$ cat src/scale_monitor_pkg.sv
// shared constants and types for the encoder and scale configuration monitor
package scale_monitor_pkg;

    // ----------------------------------------------------------------
    // register map (word offsets on the plain register port)
    // ----------------------------------------------------------------
    localparam logic [3:0] ADDR_ENC_USAGE = 4'h0;
    localparam logic [3:0] ADDR_SCALE_CFG = 4'h1;
    localparam logic [3:0] ADDR_COMM_EXT = 4'h2;
    localparam logic [3:0] ADDR_STATUS = 4'h3;
    localparam logic [3:0] ADDR_ERRORS = 4'h4;
    localparam logic [3:0] ADDR_SCALE_POS = 4'h5;
    localparam logic [3:0] ADDR_SCALE_ID = 4'h6;
    localparam logic [3:0] ADDR_MULTITURN = 4'h7;
    localparam logic [3:0] ADDR_TURN_LIMIT = 4'h8;

    // ----------------------------------------------------------------
    // setting ranges and codes
    // ----------------------------------------------------------------
    localparam logic [2:0] ENC_ABSOLUTE = 3'h0;
    localparam logic [2:0] ENC_INCREMENTAL = 3'h1;
    localparam logic [2:0] ENC_ABS_NO_OVF = 3'h2;
    localparam logic [2:0] ENC_SINGLE_TURN = 3'h3;
    localparam logic [2:0] ENC_CONTINUOUS = 3'h4;
    localparam logic [2:0] ENC_USAGE_MAX = 3'h4;
    localparam logic [2:0] ENC_USAGE_RESET = 3'h1;

    localparam logic [2:0] SCALE_AB_PHASE = 3'h0;
    localparam logic [2:0] SCALE_SERIAL_INC = 3'h1;
    localparam logic [2:0] SCALE_SERIAL_ABS = 3'h2;
    localparam logic [2:0] SCALE_SERIAL_ROT = 3'h6;
    localparam logic [2:0] SCALE_TYPE_RESET = 3'h0;

    localparam logic [1:0] DIR_MAX = 2'h1;
    localparam int COMM_MONITOR_BIT = 4;

    // field positions in the scale configuration word
    localparam int CFG_TYPE_LSB = 0;
    localparam int CFG_DIR_LSB = 4;
    localparam int CFG_INDEX_BIT = 8;

    // field positions in the status word
    localparam int ST_MON_BIT = 0;
    localparam int ST_ABS_BIT = 1;
    localparam int ST_MT_BIT = 2;
    localparam int ST_CFG_BIT = 3;

    localparam logic [15:0] TURN_LIMIT_RESET = 16'hFFFF;

    // arbitrary neutral scale identity value
    localparam logic [31:0] SCALE_ID_DEFAULT = 32'h0000_0001;

    // ----------------------------------------------------------------
    // carried types
    // ----------------------------------------------------------------
    typedef struct packed {
        logic absSystemDown;
        logic absCounterOver;
        logic absOverspeed;
        logic absMultiturnCounter;
        logic multiturnOverflow;
    } enc_faults_t;

    typedef struct packed {
        logic disconnect;
        logic commFault;
        logic statusFault;
        logic indexLost;
        logic typeMismatch;
    } scale_faults_t;

    typedef struct packed {
        logic absSystemDownError;
        logic absCounterOverError;
        logic absOverspeedError;
        logic absMultiturnCounterError;
        logic commandErrorProtection;
        logic scaleConnectionError;
        logic scaleWarningA;
        logic scaleWarningB;
    } errors_t;

endpackage

$ cat src/absolute_encoder_scale_monitor.sv
// encoder usage, scale configuration and scale position monitor
`timescale 1ns/100ps
`default_nettype none
module absolute_encoder_scale_monitor (
    input wire logic clk,
    input wire logic reset_n,
    input wire logic [3:0] regAddr,
    input wire logic [31:0] regWrData,
    input wire logic regWrite,
    input wire logic regRead,
    output logic [31:0] regRdData,
    input wire logic fullClosed,
    input wire logic [1:0] controlMode,
    input wire logic fastCommCycle,
    input wire logic cycleStrobe,
    input wire logic homingDone,
    input wire logic [31:0] encoderPosition,
    input wire logic [15:0] encoderMultiturn,
    input wire logic scaleStep,
    input wire logic scaleUp,
    input wire logic [31:0] scaleAbsolute,
    input wire logic scaleAbsValid,
    input wire logic [2:0] connectedScaleType,
    input wire scale_monitor_pkg::enc_faults_t encFaults,
    input wire scale_monitor_pkg::scale_faults_t scaleFaults,
    output scale_monitor_pkg::errors_t errors,
    output logic [31:0] reportedPosition,
    output logic reportValid
);
    import scale_monitor_pkg::*;

    // ----------------------------------------------------------------
    // configuration registers
    // ----------------------------------------------------------------
    logic [2:0] encUsage_q;
    logic [2:0] scaleType_q;
    logic [1:0] scaleDir_q;
    logic indexCheckOff_q;
    logic [15:0] commExt_q;
    logic [15:0] turnLimit_q;

    function automatic logic scaleTypeLegal(input logic [2:0] code);
        return (code <= SCALE_SERIAL_ABS) || (code == SCALE_SERIAL_ROT);
    endfunction

    function automatic logic isWrite(input logic [3:0] a);
        return regWrite && (regAddr == a);
    endfunction

    always_ff @(posedge clk or negedge reset_n) begin
        if (!reset_n) begin
            encUsage_q <= ENC_USAGE_RESET;
        end else if (isWrite(ADDR_ENC_USAGE) && regWrData[2:0] <= ENC_USAGE_MAX
                     && regWrData[31:3] == '0) begin
            encUsage_q <= regWrData[2:0];
        end
    end

    always_ff @(posedge clk or negedge reset_n) begin
        if (!reset_n) begin
            scaleType_q <= SCALE_TYPE_RESET;
            scaleDir_q <= 2'h0;
            indexCheckOff_q <= 1'b0;
        end else if (isWrite(ADDR_SCALE_CFG)) begin
            // reserved codes are refused so the previous valid mode stays
            if (scaleTypeLegal(regWrData[CFG_TYPE_LSB +: 3])) begin
                scaleType_q <= regWrData[CFG_TYPE_LSB +: 3];
            end
            if (regWrData[CFG_DIR_LSB +: 2] <= DIR_MAX) begin
                scaleDir_q <= regWrData[CFG_DIR_LSB +: 2];
            end
            indexCheckOff_q <= regWrData[CFG_INDEX_BIT];
        end
    end

    always_ff @(posedge clk or negedge reset_n) begin
        if (!reset_n) begin
            commExt_q <= 16'h0000;
        end else if (isWrite(ADDR_COMM_EXT)) begin
            commExt_q <= regWrData[15:0];
        end
    end

    always_ff @(posedge clk or negedge reset_n) begin
        if (!reset_n) begin
            turnLimit_q <= TURN_LIMIT_RESET;
        end else if (isWrite(ADDR_TURN_LIMIT) && encUsage_q == ENC_CONTINUOUS) begin
            turnLimit_q <= regWrData[15:0];
        end
    end

    // ----------------------------------------------------------------
    // effective mode decode
    // ----------------------------------------------------------------
    logic [2:0] effUsage;
    logic absMode;
    logic multiturnUsed;
    logic overflowIgnored;
    logic monitorOn;
    logic scaleReport;
    logic modeSupported;

    assign effUsage = fullClosed ? ENC_INCREMENTAL : encUsage_q;
    assign absMode = (effUsage != ENC_INCREMENTAL);
    assign multiturnUsed = absMode && (effUsage != ENC_SINGLE_TURN);
    assign overflowIgnored = (effUsage == ENC_ABS_NO_OVF) || (effUsage == ENC_CONTINUOUS);
    // the three semi-closed modes are codes 0..2; code 3 is not a control mode
    assign modeSupported = (controlMode != 2'h3);
    assign monitorOn = !fullClosed && commExt_q[COMM_MONITOR_BIT] && modeSupported;
    assign scaleReport = fullClosed || monitorOn;

    // ----------------------------------------------------------------
    // error detection
    // ----------------------------------------------------------------
    logic [2:0] connSync1_q;
    logic [2:0] connSync2_q;

    always_ff @(posedge clk or negedge reset_n) begin
        if (!reset_n) begin
            connSync1_q <= 3'h0;
            connSync2_q <= 3'h0;
        end else begin
            connSync1_q <= connectedScaleType;
            connSync2_q <= connSync1_q;
        end
    end

    // errors are latched until the next power-on reset, as a protection trips
    always_ff @(posedge clk or negedge reset_n) begin
        if (!reset_n) begin
            errors <= '0;
        end else begin
            if (absMode && encFaults.absSystemDown) errors.absSystemDownError <= 1'b1;
            if (absMode && encFaults.absCounterOver) errors.absCounterOverError <= 1'b1;
            if (absMode && encFaults.absOverspeed) errors.absOverspeedError <= 1'b1;
            if (multiturnUsed && (encFaults.absMultiturnCounter
                || (encFaults.multiturnOverflow && !overflowIgnored))) begin
                errors.absMultiturnCounterError <= 1'b1;
            end
            if (monitorOn && fastCommCycle) errors.commandErrorProtection <= 1'b1;
            if (scaleReport && (connSync2_q != scaleType_q || scaleFaults.typeMismatch)) begin
                errors.scaleConnectionError <= 1'b1;
            end
            if (scaleReport && (scaleFaults.disconnect || (scaleType_q == SCALE_AB_PHASE
                && !indexCheckOff_q && scaleFaults.indexLost))) begin
                errors.scaleWarningA <= 1'b1;
            end
            if (scaleReport && (scaleFaults.commFault || scaleFaults.statusFault)) begin
                errors.scaleWarningB <= 1'b1;
            end
        end
    end

    // ----------------------------------------------------------------
    // scale position counter
    // ----------------------------------------------------------------
    logic [31:0] scalePos_q;
    logic stepUp;

    assign stepUp = scaleUp ^ (scaleDir_q == 2'h1);

    // homingDone is deliberately not a clear term here
    always_ff @(posedge clk or negedge reset_n) begin
        if (!reset_n) begin
            scalePos_q <= 32'h0000_0000;
        end else if (scaleType_q != SCALE_AB_PHASE && scaleType_q != SCALE_SERIAL_INC
                     && scaleAbsValid) begin
            scalePos_q <= (scaleDir_q == 2'h1) ? (32'h0000_0000 - scaleAbsolute) : scaleAbsolute;
        end else if (scaleStep) begin
            scalePos_q <= stepUp ? scalePos_q + 32'h0000_0001 : scalePos_q - 32'h0000_0001;
        end
    end

    // ----------------------------------------------------------------
    // cyclic response
    // ----------------------------------------------------------------
    always_ff @(posedge clk or negedge reset_n) begin
        if (!reset_n) begin
            reportedPosition <= 32'h0000_0000;
            reportValid <= 1'b0;
        end else begin
            reportValid <= cycleStrobe;
            if (cycleStrobe) begin
                reportedPosition <= fullClosed ? scalePos_q : encoderPosition;
            end
        end
    end

    // ----------------------------------------------------------------
    // register read port
    // ----------------------------------------------------------------
    always_ff @(posedge clk or negedge reset_n) begin
        if (!reset_n) begin
            regRdData <= 32'h0000_0000;
        end else if (regRead) begin
            unique case (regAddr)
                ADDR_ENC_USAGE: regRdData <= {29'h0, encUsage_q};
                ADDR_SCALE_CFG: regRdData <= {23'h0, indexCheckOff_q, 2'h0, scaleDir_q,
                                              1'b0, scaleType_q};
                ADDR_COMM_EXT: regRdData <= {16'h0, commExt_q};
                ADDR_STATUS: regRdData <= {28'h0, scaleReport, multiturnUsed, absMode,
                                           monitorOn};
                ADDR_ERRORS: regRdData <= {24'h0, errors};
                ADDR_SCALE_POS: regRdData <= scaleReport ? scalePos_q : 32'h0000_0000;
                ADDR_SCALE_ID: regRdData <= scaleReport ? SCALE_ID_DEFAULT : 32'h0000_0000;
                ADDR_MULTITURN: regRdData <= {16'h0, encoderMultiturn};
                ADDR_TURN_LIMIT: regRdData <= {16'h0, turnLimit_q};
                default: regRdData <= 32'h0000_0000;
            endcase
        end else begin
            regRdData <= 32'h0000_0000;
        end
    end
endmodule // absolute_encoder_scale_monitor
`default_nettype wire

$ cat config.mk
export PLATFORM = sky130hd
export DESIGN_NAME = absolute_encoder_scale_monitor
export DESIGN_NICKNAME = d
export VERILOG_FILES = /design/src/scale_monitor_pkg.sv /design/src/absolute_encoder_scale_monitor.sv
export SDC_FILE = /design/constraint.sdc
export NUM_CORES = 1
export LEC_CHECK = 0
export ABC_AREA = 1
export BUFFER_PORTS_ARGS = -buffer_cell sky130_fd_sc_hd__buf_2
export CORE_MARGIN = 4
export CORE_UTILIZATION = 56
export DETAILED_ROUTE_END_ITERATION = 6
export PLACE_DENSITY = 0.85
export SLEW_MARGIN = 30
export SYNTH_ARGS = -nofsm -noshare
export SYNTH_HDL_FRONTEND = slang
export SYNTH_SLANG_ARGS = --single-unit
$ cat constraint.sdc
create_clock -name clk -period 2.76 [get_ports clk]
set_input_delay 0.69 -clock clk [delete_from_list [all_inputs] [get_ports clk]]
set_output_delay 0.69 -clock clk [all_outputs]
set_load 0.01 [all_outputs]
Word level (Yosys, flattened, before mapping)
Cells that the tools add are included.
{"block": "word_totals", "regBits": 152, "latchBits": 0, "ram_bits": 0, "rom_bits": 0, "output_inout_bits": 73, "elab_cells": 95, "n_memories": 0}
{"block": "op_classes", "n_addsub": 3, "multipliers": 0, "div": 0, "magnitude_cmp": 3, "n_eq_ne": 18, "shifts": 0, "n_mux": 10, "bitwise_logic": 1, "reduce_logical": 40}
{"operator": "$pmux 32 s9", "n": 1}
{"operator": "$mux 32", "n": 7}
{"operator": "$add 32x1->32 const B", "n": 1}
{"operator": "$sub 1x32->32 const A", "n": 1}
{"operator": "$sub 32x1->32 const B", "n": 1}
{"operator": "$logic_not 29->1", "n": 1}
{"operator": "$logic_and 1x1->1", "n": 23}
{"operator": "$eq 4x3->1 const B", "n": 4}
{"operator": "$eq 3x3->1 const B", "n": 3}
{"operator": "$eq 4x2->1 const B", "n": 2}
{"operator": "$logic_or 1x1->1", "n": 7}
{"operator": "$ne 3x1->1 const B", "n": 2}
{"operator": "$eq 4x1->1 const B", "n": 1}
{"operator": "$eq 4x4->1 const B", "n": 1}
{"operator": "$logic_not 4->1", "n": 1}
{"operator": "$reduce_and 2->1", "n": 2}
{"operator": "$eq 3x2->1 const B", "n": 1}
{"operator": "$le 3x2->1 const B", "n": 1}
{"operator": "$le 3x3->1 const B", "n": 1}
{"operator": "$logic_not 1->1", "n": 3}
{"operator": "$logic_not 3->1", "n": 1}
{"operator": "$mux 3", "n": 1}
{"operator": "$ne 3x2->1 const B", "n": 1}
{"operator": "$ne 3x3->1", "n": 1}
{"operator": "7 further kinds", "n": 7}

Longest topological paths before layout
{"block": "logic_depth", "ltp_word": 7, "ltp_mapped": 19, "ltp_nobuf": 18}

Least setup slack after synthesis
OpenSTA, ideal clock, no wires.
{"block": "synth_timing", "kind": "input -> register", "start": "in scaleAbsolute[1]", "end": "reg scalePos_q[26]", "arrival_time_ps": 2204, "slack_ps": 478, "stages": 16, "path_buffers": 0, "cell_sequence": "inv_1 > ha_1 > inv_1 > nor3_1 > inv_1 > nor2_1 > nand2_1 > inv_1 > nand2_1 > nand2_1 > o211ai_1 > nand2_1 > nand2_1 > o21ai_0 > inv_1 > a21oi_1"}
{"block": "synth_between", "elab_chain_len": 3}
{"item": "start, declared", "line_no": "absolute_encoder_scale_monitor.sv:21", "rtl": "input wire logic [31:0] scaleAbsolute,"}
{"item": "$sub 1x32->32", "line_no": "absolute_encoder_scale_monitor.sv:168", "rtl": "scalePos_q <= (scaleDir_q == 2'h1) ? (32'h0000_0000 - scaleAbsolute) : scaleAbsolute;"}
{"item": "$mux 32", "line_no": "absolute_encoder_scale_monitor.sv:168"}
{"item": "$mux 32", "line_no": "absolute_encoder_scale_monitor.sv:166", "rtl": "end else if (scaleType_q != SCALE_AB_PHASE && scaleType_q != SCALE_SERIAL_INC"}
{"item": "end signal, assigned", "line_no": "absolute_encoder_scale_monitor.sv:168"}
{"item": "end signal, assigned", "line_no": "absolute_encoder_scale_monitor.sv:170", "rtl": "scalePos_q <= stepUp ? scalePos_q + 32'h0000_0001 : scalePos_q - 32'h0000_0001;"}
{"item": "end, declared", "line_no": "absolute_encoder_scale_monitor.sv:157", "rtl": "logic [31:0] scalePos_q;"}
Every way passes these cells.
A chain may end at the register's enable or synchronous reset.

Final worst setup path
{"block": "layout_timing", "start": "reg scaleDir_q[0]", "end": "reg scalePos_q[22]"}
{"block": "layout_between", "elab_chain_len": 5, "word_cells_on_any_way": 6}
{"item": "start, declared", "line_no": "absolute_encoder_scale_monitor.sv:37", "rtl": "logic [1:0] scaleDir_q;"}
{"item": "start signal, assigned", "line_no": "absolute_encoder_scale_monitor.sv:70", "rtl": "scaleDir_q <= regWrData[CFG_DIR_LSB +: 2];"}
{"item": "$eq 2x1->1 *", "line_no": "absolute_encoder_scale_monitor.sv:160, absolute_encoder_scale_monitor.sv:168"}
{"item": "$xor 1x1->1", "line_no": "absolute_encoder_scale_monitor.sv:160", "rtl": "assign stepUp = scaleUp ^ (scaleDir_q == 2'h1);"}
{"item": "$mux 32", "line_no": "absolute_encoder_scale_monitor.sv:170"}
{"item": "$mux 32", "line_no": "absolute_encoder_scale_monitor.sv:169", "rtl": "end else if (scaleStep) begin"}
{"item": "$mux 32 *", "line_no": "absolute_encoder_scale_monitor.sv:166"}
Every way passes the cells marked *; elsewhere a longest branch is shown, timed or not. The select of a mux whose other input is x is not followed.

==> impl_metrics.json <==
{
  "min_period_ns": 2.480,
  "ir_worst_vdd_mv": 0.6037,
  "rsz0062_at_grt": "false",
  "synth_cell_types": 48,
  "overflow": 0,
  "routed_wl_mm": 33.36,
  "die_w_um": 139.9,
  "crit_chain": "nand2_4 -> nand2_4 -> nand2_4 -> nand2_4 -> nand2_4 -> nor2_4 -> nand2_1 -> o21bai_2 -> nand2_1 -> nand2_1 -> nand2_1 -> nand3_1 -> nand3_1 -> a21oi_1",
  "synthCells": 1414,
  "cts_sinks": 152,
  "first_pass_iters": 6,
  "drtIter0Drc": 1140,
  "clock_skew_ns": 0.01356,
  "core.rowCount": 47,
  "critPathLaunchType": "flip-flop",
  "leakagePower_nw": 5.992,
  "cpMostUsedCell": "nand2_4",
  "final-hold-violation-count": 0,
  "yosys_warnings": 0,
  "total_power_mw": 9.011,
  "numCtsBuffers": 17,
  "drc": 0,
  "crit_type": "flip-flop to flip-flop",
  "grt_usage": 0.3361,
  "fin_util": 0.6990,
  "grt_max_degree": 60,
  "ant_nets": 0,
  "hold_class": "primary input to asynchronous set/reset pin",
  "cts_setup_buffers": 0,
  "io_pins": 215,
  "cts_root_buf": "clkbuf_16",
  "cts.clk_slew.worst_paths_ns": 0.07,
  "required_ns": 3.11,
  "cp_top_family": "simple AND/OR/NAND/NOR gates",
  "status": "finished clean",
  "cp_slowest_cell": "dfrtp_1",
  "nets": 1776,
  "antenna_found_initial": 1,
  "synthArstFlopShare": 1.000,
  "vias_per_cell": 5.772,
  "power_density_mw_per_mm2": 766.5,
  "endpoint_kind": "flip-flop",
  "synth-edff-count": 0,
  "critical_path_buf_inv_count": 0,
  "tritoncts": "done",
  "die_h_um": 139.9,
  "io_buffers": 213,
  "maxCapViolCount": 0,
  "dp.cells": 1833,
  "core_mm2": 0.01682,
  "hold_buffers": 0,
  "fin_tns_setup_ns": 0,
  "crit_fanout": 30,
  "whs_ns": 0.2357,
  "finalSetupViolations": 0,
  "h-tree-depth": 4,
  "grt_pass1_wl_mm": 52.49,
  "initial_core_util": 0.5793,
  "clock.fmax_mhz": 403.2,
  "grt_pass1_vias": 9930,
  "slew_headroom": 0.5160,
  "crit_arrival_ns": 2.83,
  "die_area_mm2": 0.01957,
  "synth_area_leaders": "dfrtp_1 (35%), nand2_1 (15%), inv_1 (6.6%)",
  "clock_latency_ns": 0.43,
  "area_delta_synth_final_pct": 20.66,
  "gp_congestion": 1.041,
  "synth_top_area_frac": 0.3467,
  "critPathMaxStageDelay_ns": 0.49,
  "antenna_cells": 0,
  "final.period_utilization": 0.8985,
  "synth_nets": 1558,
  "fin_cells": 1865,
  "slew_viol_final": 0,
  "seq_area_frac_synth": 0.3926,
  "vias": 10765,
  "synth.ff_latch_count": 152,
  "syn_avg_cell_area_um2": 6.890,
  "post_drt_wl_per_cell_um": 17.89,
  "syn-cell-area_mm2": 0.009743,
  "drive_above_1_share": 0.2255,
  "cts.repair.resized": 0,
  "ys.flop_type": "dfrtp_1",
  "clock_path_buffers": 2,
  "place_hpwl_mm": 25.20,
  "worstMarginPinSlew_ns": 0.7234,
  "synth_top_cell_by_area": "dfrtp_1"
}
[cells by family after synthesis]
logic type      share of synthesized area
compound gates                     0.1771
xor+xnor                         0.009761
fa+ha+maj                        0.002568
buf+inv                            0.1009
flops                              0.3926
simple gates                       0.3171
[metal layers]
layer,GRT usage,part of all wire,vias up
met5,0,0.00033,-
met4,0.08261,0.020,2
met3,0.08657,0.12,75
met2,0.5065,0.44,635
met1,0.4890,0.42,4976
li1,-,-,5077
[registers in the layout (all words and copies together) (netlist names), 8 cells and up]
signal,count
errors,8
reportedPosition,32
regRdData,32
scalePos_q,32
turnLimit_q,16
commExt_q,16
[placed cells by master, fill, tap and decap left out, types with 16 or more instances in the layout]
cell,Yosys,routed
clkbuf_16,0,17
inv_2,23,24
nor3_1,33,33
a21oi_1,63,63
nand2_1,396,396
nand2_2,16,16
a31oi_1,46,46
nand3_1,90,90
a41oi_1,31,31
inv_1,172,171
buf_4,0,34
dfrtp_1,135,135
o21ai_0,89,89
buf_2,3,212
dfstp_2,17,17
nor2_1,144,144
[report_power, final]
| part | internal (mW) | switching [mW] | leakage (nW) |
|---|---|---|---|
| clock network | 1.39 | 0.997 | 0.282 |
| logic | 1.15 | 2.40 | 3.90 |
| registers | 2.58 | 0.493 | 1.81 |
| total | 5.12 | 3.89 | 5.99 |
[cells in the mapped netlist, types with 2 or more instances]
cell	count
nand2_1	396
inv_1	172
nor2_1	144
dfrtp_1	135
nand3_1	90
o21ai_0	89
a21oi_1	63
a31oi_1	46
clkbuf_1	36
nor3_1	33
a41oi_1	31
inv_2	23
dfstp_2	17
nand2_2	16
nand4_1	11
nor2_2	10
a221oi_1	9
a22oi_1	9
nor4_1	9
xor2_1	8
buf_6	7
nand2_4	7
o21bai_1	7
buf_1	5
o211ai_1	4
a21oi_2	3
a41oi_2	3
buf_2	3
and2_1	2
ha_1	2
nand3_2	2
nor2_4	2
o21ai_1	2
o21bai_2	2
o22ai_1	2
or2_2	2
[worst paths after layout]
| path | from | endpoint | slack [ns] | cells after the start |
|---|---|---|---|---|
| worst max-delay path | scaleDir_q[0] | scalePos_q[22] | 0.28 | 14 |
| min in group clk | connSync1_q[1] | connSync2_q[1] | 0.34 | 0 |
| worst max register to register | scaleDir_q[0] | scalePos_q[22] | 0.28 | 14 |
| max in group asynchronous | reset_n | turnLimit_q[6] | 1.78 | 2 |
| worst min register to register | connSync1_q[1] | connSync2_q[1] | 0.34 | 0 |
| worst min-delay path | reset_n | reportedPosition[31] | 0.24 | 1 |
[worst reg2reg max path, cell delays in order (launching register included)]
cell	delay, ns
dfrtp_1	0.49
nand2_4	0.12
nand2_4	0.10
nand2_4	0.26
nand2_4	0.20
nand2_4	0.08
nor2_4	0.10
nand2_1	0.07
o21bai_2	0.23
nand2_1	0.13
nand2_1	0.16
nand2_1	0.10
nand3_1	0.08
nand3_1	0.12
a21oi_1	0.16
[metrics by stage]
stage               setup slack (ns)  cell area [um2]
global placement             0.09115            11160
CTS                           0.3266            11760
finish                        0.2800            11760
floorplan                     0.4783             9743
detailed placement          -0.01757            11160
global route                 0.09406            11760
[area by class of cell]
cell class / instances / area [um2]
Clock inverter: 12 / 141.4
Multi-Input combinational cell: 1015 / 4935
Inverter: 196 / 735.7
Timing Repair Buffer: 250 / 1388
Clock buffer: 20 / 456.7
Fill cell: 1475 / 5062
Tap cell: 220 / 275.3
Sequential cell: 152 / 3825
(Power assumes the default switching activity.)
